`src/inc/uat_pkg.sv`:
```
package uat_pkg;

    // Register offsets on the plain register port
    localparam logic [2:0] OFS_CTRL_ONE = 3'h0;
    localparam logic [2:0] OFS_CTRL_TWO = 3'h1;
    localparam logic [2:0] OFS_STATUS   = 3'h2;
    localparam logic [2:0] OFS_DATA     = 3'h3;
    localparam logic [2:0] OFS_BAUD     = 3'h4;

    // Field positions in control_reg_one
    localparam int C1_UNIT_EN  = 7;
    localparam int C1_NINE     = 6;
    localparam int C1_PAR_EN   = 5;
    localparam int C1_PAR_ODD  = 4;
    localparam int C1_TWO_STOP = 3;
    localparam int C1_BREAK    = 2;
    localparam int C1_RX_NINTH = 1;
    localparam int C1_TX_NINTH = 0;

    // Field positions in control_reg_two
    localparam int C2_TX_EN  = 7;
    localparam int C2_RX_EN  = 6;
    localparam int C2_HIGH   = 5;
    localparam int C2_TE_IE  = 0;

    // Field positions in serial_status_reg
    localparam int ST_RX_IDLE  = 3;
    localparam int ST_TX_IDLE  = 1;
    localparam int ST_TX_EMPTY = 0;

    // Reset values
    localparam logic [7:0] CTRL_ONE_RST = 8'h00;
    localparam logic [7:0] CTRL_TWO_RST = 8'h00;
    localparam logic [7:0] BAUD_RST     = 8'h00;

    // Baud prescale factors and their last counts
    localparam int         PRE_LOW      = 64;
    localparam int         PRE_HIGH     = 16;
    localparam logic [5:0] PRE_LOW_MAX  = 6'(PRE_LOW - 1);
    localparam logic [5:0] PRE_HIGH_MAX = 6'(PRE_HIGH - 1);

    // Index of last data position for 8 and 9 bit words
    localparam logic [3:0] LAST_BIT_8 = 4'h7;
    localparam logic [3:0] LAST_BIT_9 = 4'h8;

    // Transmitter states, Gray coded along the frame
    typedef enum logic [1:0] {
        TX_IDLE  = 2'b00,
        TX_START = 2'b01,
        TX_DATA  = 2'b11,
        TX_STOP  = 2'b10
    } uat_tx_state_t;

    // Whole state of the transmit core
    typedef struct packed {
        logic [7:0]    ctrl1;
        logic [7:0]    ctrl2;
        logic [7:0]    baud;
        logic          empty;
        logic          idle;
        logic          pending;
        logic          seen;
        logic [7:0]    buf_d;
        logic [8:0]    shifter;
        uat_tx_state_t state;
        logic [3:0]    bit_cnt;
        logic          stop_cnt;
        logic [5:0]    pre;
        logic [7:0]    div;
        logic          txd;
        logic [7:0]    rdata;
    } uat_state_t;

    localparam uat_state_t UAT_RST = '{
        ctrl1:    CTRL_ONE_RST,
        ctrl2:    CTRL_TWO_RST,
        baud:     BAUD_RST,
        empty:    1'b1,
        idle:     1'b1,
        pending:  1'b0,
        seen:     1'b0,
        buf_d:    8'h00,
        shifter:  9'h1ff,
        state:    TX_IDLE,
        bit_cnt:  4'h0,
        stop_cnt: 1'b0,
        pre:      6'h00,
        div:      8'h00,
        txd:      1'b1,
        rdata:    8'h00
    };

endpackage

```
`src/core/uat_tx_core.sv`:
```
// Implementation choices: strobed register access and the register offsets.
`timescale 1ns/10ps
module uat_tx_core (
    input  wire logic       clock,
    input  wire logic       srst,
    input  wire logic [2:0] addr,
    input  wire logic [7:0] wdata,
    input  wire logic       wr,
    input  wire logic       rd,
    output logic      [7:0] rdata,
    output logic            tx_out,
    output logic            tx_pin_owned,
    output logic            rx_pin_owned,
    output logic            tx_empty_irq
);

    ////////////////////////////////////////////////////////////////////////
    // Helpers

    // Build the shifted word with ninth bit and parity in place
    function automatic logic [8:0] frame_word(
        input logic [7:0] data,
        input logic       nine,
        input logic       par_en,
        input logic       odd,
        input logic       ninth
    );
        logic [8:0] w;
        w = {ninth & nine, data};
        if (par_en) begin
            if (nine) begin
                w[8] = (^data) ^ odd;
            end else begin
                w[7] = (^data[6:0]) ^ odd;
            end
        end
        return w;
    endfunction

    // Last prescale count for the selected speed
    function automatic logic [5:0] pre_max(input logic high);
        return high ? uat_pkg::PRE_HIGH_MAX : uat_pkg::PRE_LOW_MAX;
    endfunction

    ////////////////////////////////////////////////////////////////////////
    // State

    uat_pkg::uat_state_t s_r;
    uat_pkg::uat_state_t s_nxt;

    logic tick;
    logic tx_run;
    logic uen_nxt;
    logic idle_set;
    logic [3:0] last_bit;
    logic [7:0] status;

    // Baud tick when both prescaler and divisor reach their ends
    assign tick = (s_r.pre == pre_max(s_r.ctrl2[uat_pkg::C2_HIGH]))
                && (s_r.div == s_r.baud);

    assign tx_run = s_r.ctrl1[uat_pkg::C1_UNIT_EN]
                  & s_r.ctrl2[uat_pkg::C2_TX_EN];

    assign last_bit = s_r.ctrl1[uat_pkg::C1_NINE] ? uat_pkg::LAST_BIT_9
                                                    : uat_pkg::LAST_BIT_8;

    // Status word; receive side flags rest in their idle values
    always_comb begin
        status = 8'h00;
        status[uat_pkg::ST_RX_IDLE]  = 1'b1;
        status[uat_pkg::ST_TX_IDLE]  = s_r.idle;
        status[uat_pkg::ST_TX_EMPTY] = s_r.empty;
    end

    ////////////////////////////////////////////////////////////////////////
    // Next state

    always_comb begin
        s_nxt = s_r;
        s_nxt.rdata = 8'h00;
        uen_nxt = 1'b0;
        idle_set = 1'b0;

        // Free running baud generator
        if (tick) begin
            s_nxt.pre = 6'h00;
            s_nxt.div = 8'h00;
        end else if (s_r.pre == pre_max(s_r.ctrl2[uat_pkg::C2_HIGH])) begin
            s_nxt.pre = 6'h00;
            s_nxt.div = s_r.div + 8'h01;
        end else begin
            s_nxt.pre = s_r.pre + 6'h01;
        end

        // Transmit sequencer
        unique case (s_r.state)
            uat_pkg::TX_IDLE: begin
                s_nxt.txd = 1'b1;
                if (tx_run && s_r.pending) begin
                    s_nxt.shifter = frame_word(s_r.buf_d,
                        s_r.ctrl1[uat_pkg::C1_NINE],
                        s_r.ctrl1[uat_pkg::C1_PAR_EN],
                        s_r.ctrl1[uat_pkg::C1_PAR_ODD],
                        s_r.ctrl1[uat_pkg::C1_TX_NINTH]);
                    s_nxt.pending = 1'b0;
                    s_nxt.empty = 1'b1;
                    s_nxt.state = uat_pkg::TX_START;
                    s_nxt.bit_cnt = 4'h0;
                    s_nxt.pre = 6'h00;
                    s_nxt.div = 8'h00;
                    s_nxt.txd = 1'b0;
                end
            end
            uat_pkg::TX_START: begin
                if (tick) begin
                    s_nxt.state = uat_pkg::TX_DATA;
                    s_nxt.txd = s_r.shifter[0];
                end
            end
            uat_pkg::TX_DATA: begin
                if (tick) begin
                    if (s_r.bit_cnt == last_bit) begin
                        s_nxt.state = uat_pkg::TX_STOP;
                        s_nxt.stop_cnt = 1'b0;
                        s_nxt.txd = 1'b1;
                    end else begin
                        s_nxt.shifter = {1'b1, s_r.shifter[8:1]};
                        s_nxt.txd = s_r.shifter[1];
                        s_nxt.bit_cnt = s_r.bit_cnt + 4'h1;
                    end
                end
            end
            uat_pkg::TX_STOP: begin
                s_nxt.txd = 1'b1;
                if (tick) begin
                    if (s_r.ctrl1[uat_pkg::C1_TWO_STOP]
                        && !s_r.stop_cnt) begin
                        s_nxt.stop_cnt = 1'b1;
                    end else begin
                        s_nxt.state = uat_pkg::TX_IDLE;
                        s_nxt.idle = 1'b1;
                        idle_set = 1'b1;
                    end
                end
            end
        endcase

        // Register reads, data one cycle later
        if (rd) begin
            unique case (addr)
                uat_pkg::OFS_CTRL_ONE: begin
                    s_nxt.rdata = s_r.ctrl1;
                    s_nxt.rdata[uat_pkg::C1_TX_NINTH] = 1'b0;
                    s_nxt.rdata[uat_pkg::C1_RX_NINTH] = 1'b0;
                end
                uat_pkg::OFS_CTRL_TWO: begin
                    s_nxt.rdata = s_r.ctrl2;
                end
                uat_pkg::OFS_STATUS: begin
                    s_nxt.rdata = status;
                    s_nxt.seen = 1'b1;
                end
                uat_pkg::OFS_BAUD: begin
                    s_nxt.rdata = s_r.baud;
                end
                default: begin
                    s_nxt.rdata = 8'h00;
                end
            endcase
        end

        // Register writes
        if (wr) begin
            unique case (addr)
                uat_pkg::OFS_CTRL_ONE: begin
                    s_nxt.ctrl1 = wdata;
                    s_nxt.ctrl1[uat_pkg::C1_RX_NINTH] = 1'b0;
                end
                uat_pkg::OFS_CTRL_TWO: begin
                    s_nxt.ctrl2 = wdata;
                end
                uat_pkg::OFS_BAUD: begin
                    s_nxt.baud = wdata;
                end
                uat_pkg::OFS_STATUS: begin
                    s_nxt.seen = 1'b1;
                end
                uat_pkg::OFS_DATA: begin
                    if (s_r.empty) begin
                        if (s_r.seen) begin
                            s_nxt.empty = 1'b0;
                            s_nxt.idle = 1'b0;
                        end
                        s_nxt.seen = 1'b0;
                        if (tx_run && s_r.state == uat_pkg::TX_IDLE
                            && !s_r.pending) begin
                            // Straight into the shifter
                            s_nxt.shifter = frame_word(wdata,
                                s_r.ctrl1[uat_pkg::C1_NINE],
                                s_r.ctrl1[uat_pkg::C1_PAR_EN],
                                s_r.ctrl1[uat_pkg::C1_PAR_ODD],
                                s_r.ctrl1[uat_pkg::C1_TX_NINTH]);
                            s_nxt.empty = 1'b1;
                            s_nxt.state = uat_pkg::TX_START;
                            s_nxt.bit_cnt = 4'h0;
                            s_nxt.pre = 6'h00;
                            s_nxt.div = 8'h00;
                            s_nxt.txd = 1'b0;
                        end else begin
                            s_nxt.buf_d = wdata;
                            s_nxt.pending = 1'b1;
                        end
                    end
                end
                default: begin
                end
            endcase
        end

        // Frame end beats a same-cycle clearing write
        if (idle_set) begin
            s_nxt.idle = 1'b1;
        end

        // Unit disable: abort, empty buffer, reset transmit and receive enables and flags
        uen_nxt = s_nxt.ctrl1[uat_pkg::C1_UNIT_EN];
        if (!uen_nxt) begin
            s_nxt.ctrl2[uat_pkg::C2_TX_EN] = 1'b0;
            s_nxt.ctrl2[uat_pkg::C2_RX_EN] = 1'b0;
            s_nxt.ctrl1[uat_pkg::C1_BREAK] = 1'b0;
        end
        // Abort on unit disable or a falling transmit enable, not a low one, so a byte may wait
        if (!uen_nxt || (s_r.ctrl2[uat_pkg::C2_TX_EN]
                         && !s_nxt.ctrl2[uat_pkg::C2_TX_EN])) begin
            s_nxt.pending = 1'b0;
            s_nxt.state = uat_pkg::TX_IDLE;
            s_nxt.empty = 1'b1;
            s_nxt.idle = 1'b1;
            s_nxt.txd = 1'b1;
        end
    end

    // Single state register, power-on defaults give 8 N 1
    always_ff @(posedge clock) begin
        if (srst) begin
            s_r <= uat_pkg::UAT_RST;
        end else begin
            s_r <= s_nxt;
        end
    end

    ////////////////////////////////////////////////////////////////////////
    // Outputs

    assign rdata = s_r.rdata;
    assign tx_out = s_r.txd;
    // Pin ownership follows the enables
    assign tx_pin_owned = tx_run;
    assign rx_pin_owned = s_r.ctrl1[uat_pkg::C1_UNIT_EN]
                        & s_r.ctrl2[uat_pkg::C2_RX_EN];
    assign tx_empty_irq = s_r.empty
                        & s_r.ctrl2[uat_pkg::C2_TE_IE];

endmodule

```
`config.mk`:
```
export PLATFORM = sky130hd
export DESIGN_NAME = uat_tx_core
export DESIGN_NICKNAME = d
export VERILOG_FILES = /design/src/inc/uat_pkg.sv /design/src/core/uat_tx_core.sv
export SDC_FILE = /design/constraint.sdc
export NUM_CORES = 1
export LEC_CHECK = 0
export BUFFER_PORTS_ARGS = -buffer_cell sky130_fd_sc_hd__buf_4
export CAP_MARGIN = 30
export CORE_MARGIN = 2
export CORE_UTILIZATION = 45
export CTS_CLUSTER_SIZE = 30
export DETAILED_ROUTE_END_ITERATION = 10
export PLACE_DENSITY = 0.69
export SYNTH_ARGS = -nofsm -noshare
export SYNTH_HDL_FRONTEND = slang
export SYNTH_SLANG_ARGS = --single-unit
```
`constraint.sdc`:
```
create_clock -name clock -period 3 [get_ports clock]
set_input_delay 0.6 -clock clock [delete_from_list [all_inputs] [get_ports clock]]
set_output_delay 0.6 -clock clock [all_outputs]
set_load 0.1 [all_outputs]
```
==> impl_metrics.yaml, run 1 <==
setup_path:
  critPathLaunchType: "flop"
  worst-path-buf-inv: 0
  path_delay_family: "compound AO/OA/AOI/OAI gates"
  setup.worst_path.end_class: "flop"
  crit_fanout: 10
  timing.critical_path.cells: "nor4b_1 > a22o_1 > nor4_4 > o21bai_1 > a31oi_1 > o211ai_1"
  setup.worst_path.class: "flop to flop"
  worst_path_max_delay_cell: "sky130_fd_sc_hd__dfxtp_1"
  critical_path_arrival_ns: 2.56
  timing.critical_path.slowest_cell_delay_ns: 0.58
  crit_required_ns: 3.27
hold_path:
  timing.hold.worst.class: "flop to flop"
pwr:
  leakagePower_nw: 1.52
  vdd_drop_max_mv: 0.283
  cellPowerDensity_nw_per_um2: 474
finish:
  final_standard_cell_count_with_taps_included_and_fillers_excluded: 577
  layout_cell_share_with_drive_strength_beyond_1: 0.108
  fill_cells: 765
  syn_to_final_growth_pct: 11.2
  antennaDiodeCount: 0
  finish.utilization: 0.516
  final_area_um2: 4220
  fin_nets: 489
clock_tree:
  clk-insertion-delay-late_ns: 0.36
  clkTransAtPathRegs_ns: 0.07
  cts_tree: "done"
  htree_num_levels: 3
  cts_buffers: 9
  root_buffer: "sky130_fd_sc_hd__clkbuf_8"
  cts.hold.buffers_added: 0
  post_cts_setup_buffer_count: 0
  cts_buffer_depth: 2
  count_of_clock_tree_sinks: 74
  post_cts_resized: 0
synth:
  post_synth.cell_area_avg_um2: 8.35
  flip_flop_and_latch_count_after_synthesis: 74
  synth_top_flop_cell: "sky130_fd_sc_hd__dfxtp_1"
  synth-edff-count: 0
  netlist_area_um2: 3790
  syn-num-nets: 476
  ys.warnings.count: 0
  asyncSetResetFlopFracSynth: 0
  synth_seq_area_share: 0.391
  netlist_instances: 454
  yosys.cell_types.count: 50
placement:
  port-buffer-count: 26
  finalWeightedCongestion: 0.863
  dp.final_hpwl_um: 6380
  dpl_cells: 561
  placement.cell_area_um2: 4010
timing:
  tightest_slew_ns: 0.610
  finalMaxSlewViolations: 0
  max_clock_freq_mhz: 438
  final_hold_viol_count: 0
  timing.slew.headroom: 0.593
  timing.setup.tns_ns: 0
  timing.final.crit_period_ns: 2.29
  timing.final.setup_violations: 0
  grt_setup_unrepaired: "false"
  fin_skew_ns: 0.0133
  fin_crit_sh: 0.762
global_route:
  grt.overflow.total: 0
  maximum_number_of_pins_on_one_net_before_global_route_repair: 40
  track_usage: 0.209
  first_global_vias: 3063
  grt_antenna_before_repair: 0
  grt_first_pass_wirelength_um: 14600
route:
  drc_errors: 0
  vias: 3222
  initialDrtViolationCount: 167
  final_antenna_net_count: 0
  post_drt_wl_per_cell_um: 15.7
  vias_per_cell: 5.58
  drt-total-wl_um: 9070
  detail_route.first_pass.iterations: 6
run_status:
  status: "finished, final reports clean"
floorplan:
  num_rows: 33
  die-width_um: 95.8
  io_pins: 27
  dieHeight_um: 95.8
  die_outline_area_um2: 9180
  core_area_um2: 8180
  initial_utilization: 0.464
run:
  maxCapViolCount: 0
registers in the layout (all words and copies together), names as in the netlist:
signal  flops
rdata       8
s_r        65
tx_out      1
per-stage QoR:
stage | total power [W] | hold slack (ns) | worst slack, ns
after floorplan | 0.00113 | 0.418 | 0.917
after global placement | 0.00118 | 0.431 | 0.628
after detailed placement | 0.00118 | 0.443 | 0.581
after CTS | 0.00201 | 0.457 | 0.727
after global routing | 0.00207 | 0.485 | 0.503
final | 0.00200 | 0.452 | 0.715
kinds of logic after synthesis:
group                    count (synthesis)  share of synthesized area
AND/OR/NAND/NOR                        188                      0.242
XOR/XNOR                                33                     0.0762
buffers and inverters                   35                     0.0468
adder cells (fa/ha/maj)                  7                     0.0231
flip-flops                              74                      0.391
AO/OA/AOI/OAI                           89                      0.147
multiplexers                            28                     0.0739
cell usage after synthesis, types with 7 or more instances:
library cell	count	area share
sky130_fd_sc_hd__nor2_1	55	0.054
sky130_fd_sc_hd__and2_1	10	0.016
sky130_fd_sc_hd__ha_1	7	0.023
sky130_fd_sc_hd__nand3_1	11	0.015
sky130_fd_sc_hd__and3_1	8	0.013
sky130_fd_sc_hd__a31oi_1	14	0.023
sky130_fd_sc_hd__xnor2_1	27	0.062
sky130_fd_sc_hd__o211ai_1	7	0.014
sky130_fd_sc_hd__dfxtp_1	74	0.39
sky130_fd_sc_hd__buf_4	9	0.018
sky130_fd_sc_hd__a21oi_1	33	0.044
sky130_fd_sc_hd__nor3_1	7	0.0092
sky130_fd_sc_hd__nand2_1	59	0.058
sky130_fd_sc_hd__a22oi_1	9	0.018
sky130_fd_sc_hd__mux2i_1	28	0.074
sky130_fd_sc_hd__clkbuf_1	14	0.014
report_power, final:
part	switching (W)	total (W)	internal (W)	leakage, nW
Clock	0.000374	0.000842	0.000468	0.107
Combinational	0.0000906	0.000149	0.0000586	0.813
Sequential	0.0000134	0.00101	0.000996	0.598
Total	0.000478	0.00200	0.00152	1.52
cell usage in the layout, fill, tap and decap left out, types with 2 or more instances in the layout:
master / n
sky130_fd_sc_hd__and3_1: 8
sky130_fd_sc_hd__buf_4: 31
sky130_fd_sc_hd__a21oi_1: 33
sky130_fd_sc_hd__mux2i_1: 28
sky130_fd_sc_hd__o21ai_1: 3
sky130_fd_sc_hd__nor4_1: 2
sky130_fd_sc_hd__clkinv_2: 2
sky130_fd_sc_hd__dfxtp_1: 74
sky130_fd_sc_hd__inv_1: 6
sky130_fd_sc_hd__o211ai_1: 7
sky130_fd_sc_hd__clkbuf_1: 2
sky130_fd_sc_hd__a21o_1: 4
sky130_fd_sc_hd__nand2b_1: 2
sky130_fd_sc_hd__o21a_1: 2
sky130_fd_sc_hd__nand3b_1: 6
sky130_fd_sc_hd__or2_2: 2
sky130_fd_sc_hd__nor2_1: 55
sky130_fd_sc_hd__or3_1: 2
sky130_fd_sc_hd__o21ai_0: 6
sky130_fd_sc_hd__nand3_1: 11
sky130_fd_sc_hd__nor4b_1: 2
sky130_fd_sc_hd__nor2b_1: 6
sky130_fd_sc_hd__clkbuf_8: 9
sky130_fd_sc_hd__and3b_1: 3
sky130_fd_sc_hd__a31oi_1: 14
sky130_fd_sc_hd__nor3_1: 7
sky130_fd_sc_hd__and2_1: 10
sky130_fd_sc_hd__nand2_1: 59
sky130_fd_sc_hd__a22oi_1: 9
sky130_fd_sc_hd__xnor2_1: 27
sky130_fd_sc_hd__o21bai_1: 2
sky130_fd_sc_hd__xor2_1: 6
sky130_fd_sc_hd__nand4_1: 6
sky130_fd_sc_hd__bufinv_16: 2
sky130_fd_sc_hd__ha_1: 7
area by class of cell:
| cell class | count | area [um^2] | area share |
|---|---|---|---|
| tap | 105 | 131 | 0.0311 |
| timing repair buffer | 31 | 233 | 0.0552 |
| sequential | 74 | 1480 | 0.351 |
| inverter | 6 | 22.5 | 0.00534 |
| clock buffer | 11 | 131 | 0.0311 |
| clock inverter | 5 | 78.8 | 0.0187 |
| multi-input combinational | 345 | 2140 | 0.507 |
metal layers:
layer / part of all wire / vias to the layer above / wire [um] / GRT usage
met5: 0 / - / 0 / 0
met4: 0.032 / 0 / 293 / 0.105
met3: 0.038 / 24 / 349 / 0.0439
met2: 0.47 / 69 / 4270 / 0.332
met1: 0.46 / 1525 / 4160 / 0.270
li1: - / 1604 / - / -
path summary, 6_finish.rpt:
kind | slack (ns) | start | depth (start not counted) | endpoint
worst max-delay path | 0.71 | s_r[73] | 6 | s_r[36]
worst min register to register | 0.45 | s_r[17] | 1 | s_r[17]
worst min-delay path | 0.45 | s_r[17] | 1 | s_r[17]
worst max register to register | 0.71 | s_r[73] | 6 | s_r[36]
(Power assumes the default switching activity.)
==> run 2: changes to the inputs <==
Settings changed: ABC_AREA from default to 1, PLACE_DENSITY 0.69 to 0.71.
Clock period 3 ns to 1.87 ns, I/O delays scaled along.
==> run 2 against run 1 <==
Against the previous run: first-iteration DRC count grew 24%; global-route usage grew 1.3 points; wire length grew 20%.
==> impl_metrics.yaml, run 2 <==
setup_path:
  critical_path_arrival_ns: 1.96
  setup.worst_path.end_class: "flop"
  timing.reg2reg.setup_slack_ns: 0.14
  critical-path-top-cell-by-count: "sky130_fd_sc_hd__nand2_1"
  worst_path_max_delay_cell: "sky130_fd_sc_hd__dfxtp_2"
  crit_required_ns: 2.10
  timing.critical_path.cells: "ha_4 > nand2_2 > nor2_4 > nand3_4 > nor2_4 > nand3_4 > nand2_4 > nand3_1 > nand2_1 > nand2_1 > nand2_1 > nand2_1"
  setup.worst_path.class: "flop to flop"
  r2r_cells: 12
  timing.critical_path.slowest_cell_delay_ns: 0.37
  critPathLaunchType: "flop"
  regToRegEndpoint: "tx_out"
  crit_fanout: 6
  critical_path.endpoint: "tx_out"
  reg2reg_from: "s_r[17]"
  worst_setup_path_startpoint: "s_r[17]"
route:
  drc_errors: 0
  detail_route.first_pass.iterations: 6
  post_drt_wl_per_cell_um: 13.9
  drt-total-wl_um: 10800
  vias: 4066
  vias_per_cell: 5.21
  final_antenna_net_count: 0
  initialDrtViolationCount: 207
synth:
  yosys.cell_types.count: 41
  synth-edff-count: 0
  syn-num-nets: 651
  synth.largest_area_cell: "sky130_fd_sc_hd__dfxtp_1"
  flip_flop_and_latch_count_after_synthesis: 74
  ys.warnings.count: 0
  synth_seq_area_share: 0.350
  asyncSetResetFlopFracSynth: 0
  synth_top_flop_cell: "sky130_fd_sc_hd__dfxtp_1"
  synthDominantCellAreaShare: 0.350
  netlist_area_um2: 4230
  netlist_instances: 629
  post_synth_main_area_contributors: "sky130_fd_sc_hd__dfxtp_1 (35%), sky130_fd_sc_hd__nand2_1 (16%), sky130_fd_sc_hd__inv_1 (7.5%), sky130_fd_sc_hd__a21oi_1 (5.9%), sky130_fd_sc_hd__nor2_1 (5.1%)"
  post-synth-top-count-cell: "sky130_fd_sc_hd__nand2_1"
  post_synth.cell_area_avg_um2: 6.72
  yosys-top-cells-count: "sky130_fd_sc_hd__nand2_1 (179), sky130_fd_sc_hd__inv_1 (84), sky130_fd_sc_hd__dfxtp_1 (74)"
floorplan:
  num_rows: 35
  die_outline_area_um2: 10200
  dieHeight_um: 101
  die-width_um: 101
  io_pins: 27
  core_area_um2: 9200
  initial_utilization: 0.460
clock_tree:
  root_buffer: "sky130_fd_sc_hd__clkbuf_8"
  cts_tree: "done"
  htree_num_levels: 3
  clk-insertion-delay-late_ns: 0.35
  cts.hold.buffers_added: 0
  cts_buffers: 9
  count_of_clock_tree_sinks: 74
  clkTransAtPathRegs_ns: 0.08
  cts_buffer_depth: 2
timing:
  finalMaxSlewViolations: 0
  fin_crit_sh: 0.926
  timing.slew.headroom: 0.706
  final.setup.worst_slack_ns: 0.139
  tightest_slew_ns: 0.441
  timing.final.crit_period_ns: 1.73
  final_hold_viol_count: 0
  max_clock_freq_mhz: 578
  timing.final.setup_violations: 0
  timing.setup.tns_ns: 0
  fin_worst_hold_slack_ns: 0.300
  fin_skew_ns: 0.0111
finish:
  fin_nets: 687
  top_register: "s_r"
  largest_register_ffs: 65
  most_frequent_standard_cell_in_the_layout_excluding_fill_and_tap_cells: "sky130_fd_sc_hd__nand2_1"
  syn_to_final_growth_pct: 14.6
  final_area_um2: 4840
  layout.cells.most_common_list: "sky130_fd_sc_hd__nand2_1 (176), sky130_fd_sc_hd__inv_1 (82), sky130_fd_sc_hd__dfxtp_1 (68)"
  antennaDiodeCount: 0
  layout_cell_share_with_drive_strength_beyond_1: 0.176
  finish.utilization: 0.527
placement:
  placement.cell_area_um2: 4590
  port-buffer-count: 26
  finalWeightedCongestion: 0.902
  dp.final_hpwl_um: 8260
  place_ws_ns: 0.0321
global_route:
  track_usage: 0.222
  grt.overflow.total: 0
  grt_first_pass_wirelength_um: 17900
  grt_antenna_before_repair: 0
  first_global_vias: 3803
  maximum_number_of_pins_on_one_net_before_global_route_repair: 17
pwr:
  vdd_drop_max_mv: 0.344
  leakagePower_nw: 2.24
  cellPowerDensity_nw_per_um2: 651
hold_path:
  timing.hold.worst.class: "primary input to flop"
  hold_depth: 3
run_status:
  status: "finished, final reports clean"
run:
  maxCapViolCount: 0
-- run 2: kinds of logic (layout without fill, tap and decap cells) --
logic type,count (synthesis),after routing,share of synthesized area
AO/OA/AOI/OAI,108,108,0.143
XOR/XNOR,22,22,0.0456
adder cells (fa/ha/maj),7,7,0.0207
buffers and inverters,114,155,0.112
flip-flops,74,74,0.350
AND/OR/NAND/NOR,304,304,0.329
-- run 2: worst min path at each step --
stage | from | endpoint | slack [ns]
final | rd | rdata[3] | 0.30
after global routing | rd | rdata[3] | 0.30
after CTS | rd | rdata[3] | 0.29
after detailed placement | s_r[17] | s_r[17] | 0.44
after global placement | s_r[17] | s_r[17] | 0.43
after floorplan | s_r[17] | s_r[17] | 0.42
-- run 2: repair_timing --
item | CTS | global route
resized for setup | 0 | 11
endpoints found under the setup margin | 0 | 23
setup buffers | 0 | 4
-- run 2: critical path: cells and delay by family (launching register included) --
kind / cells / cell delay, ns
adders and majority gates: 1 / 0.15
DFF: 1 / 0.37
and+or+nand+nor: 11 / 1.09
-- run 2: layer usage --
layer / wire length [um] / vias up / track usage
met5: 0 / - / 0
met4: 189 / 0 / 0.0759
met3: 628 / 15 / 0.0284
met2: 5000 / 123 / 0.364
met1: 5030 / 1877 / 0.301
li1: - / 2051 / -
-- run 2: where the power goes --
group          leakage [nW]  switching, W  internal, W
logic                  1.54      0.000227     0.000121
clock network        0.0976      0.000643     0.000535
registers             0.602     0.0000264      0.00160
total                  2.24      0.000896      0.00226
-- run 2: per-stage QoR --
stage,total power [W],cells
floorplan,0.00189,629
global placement,0.00199,761
detailed placement,0.00200,761
CTS,0.00318,777
global route,0.00330,781
finish,0.00316,781
-- run 2: area by class of cell --
type                    instances  area [um^2]
well taps                     111          139
clock inverters                 6         48.8
flip-flops and latches         74         1490
clock buffers                  10          138
repair buffers                 48          360
multi-input cells             441         2320
inverters                      91          348
fillers                       888         4350
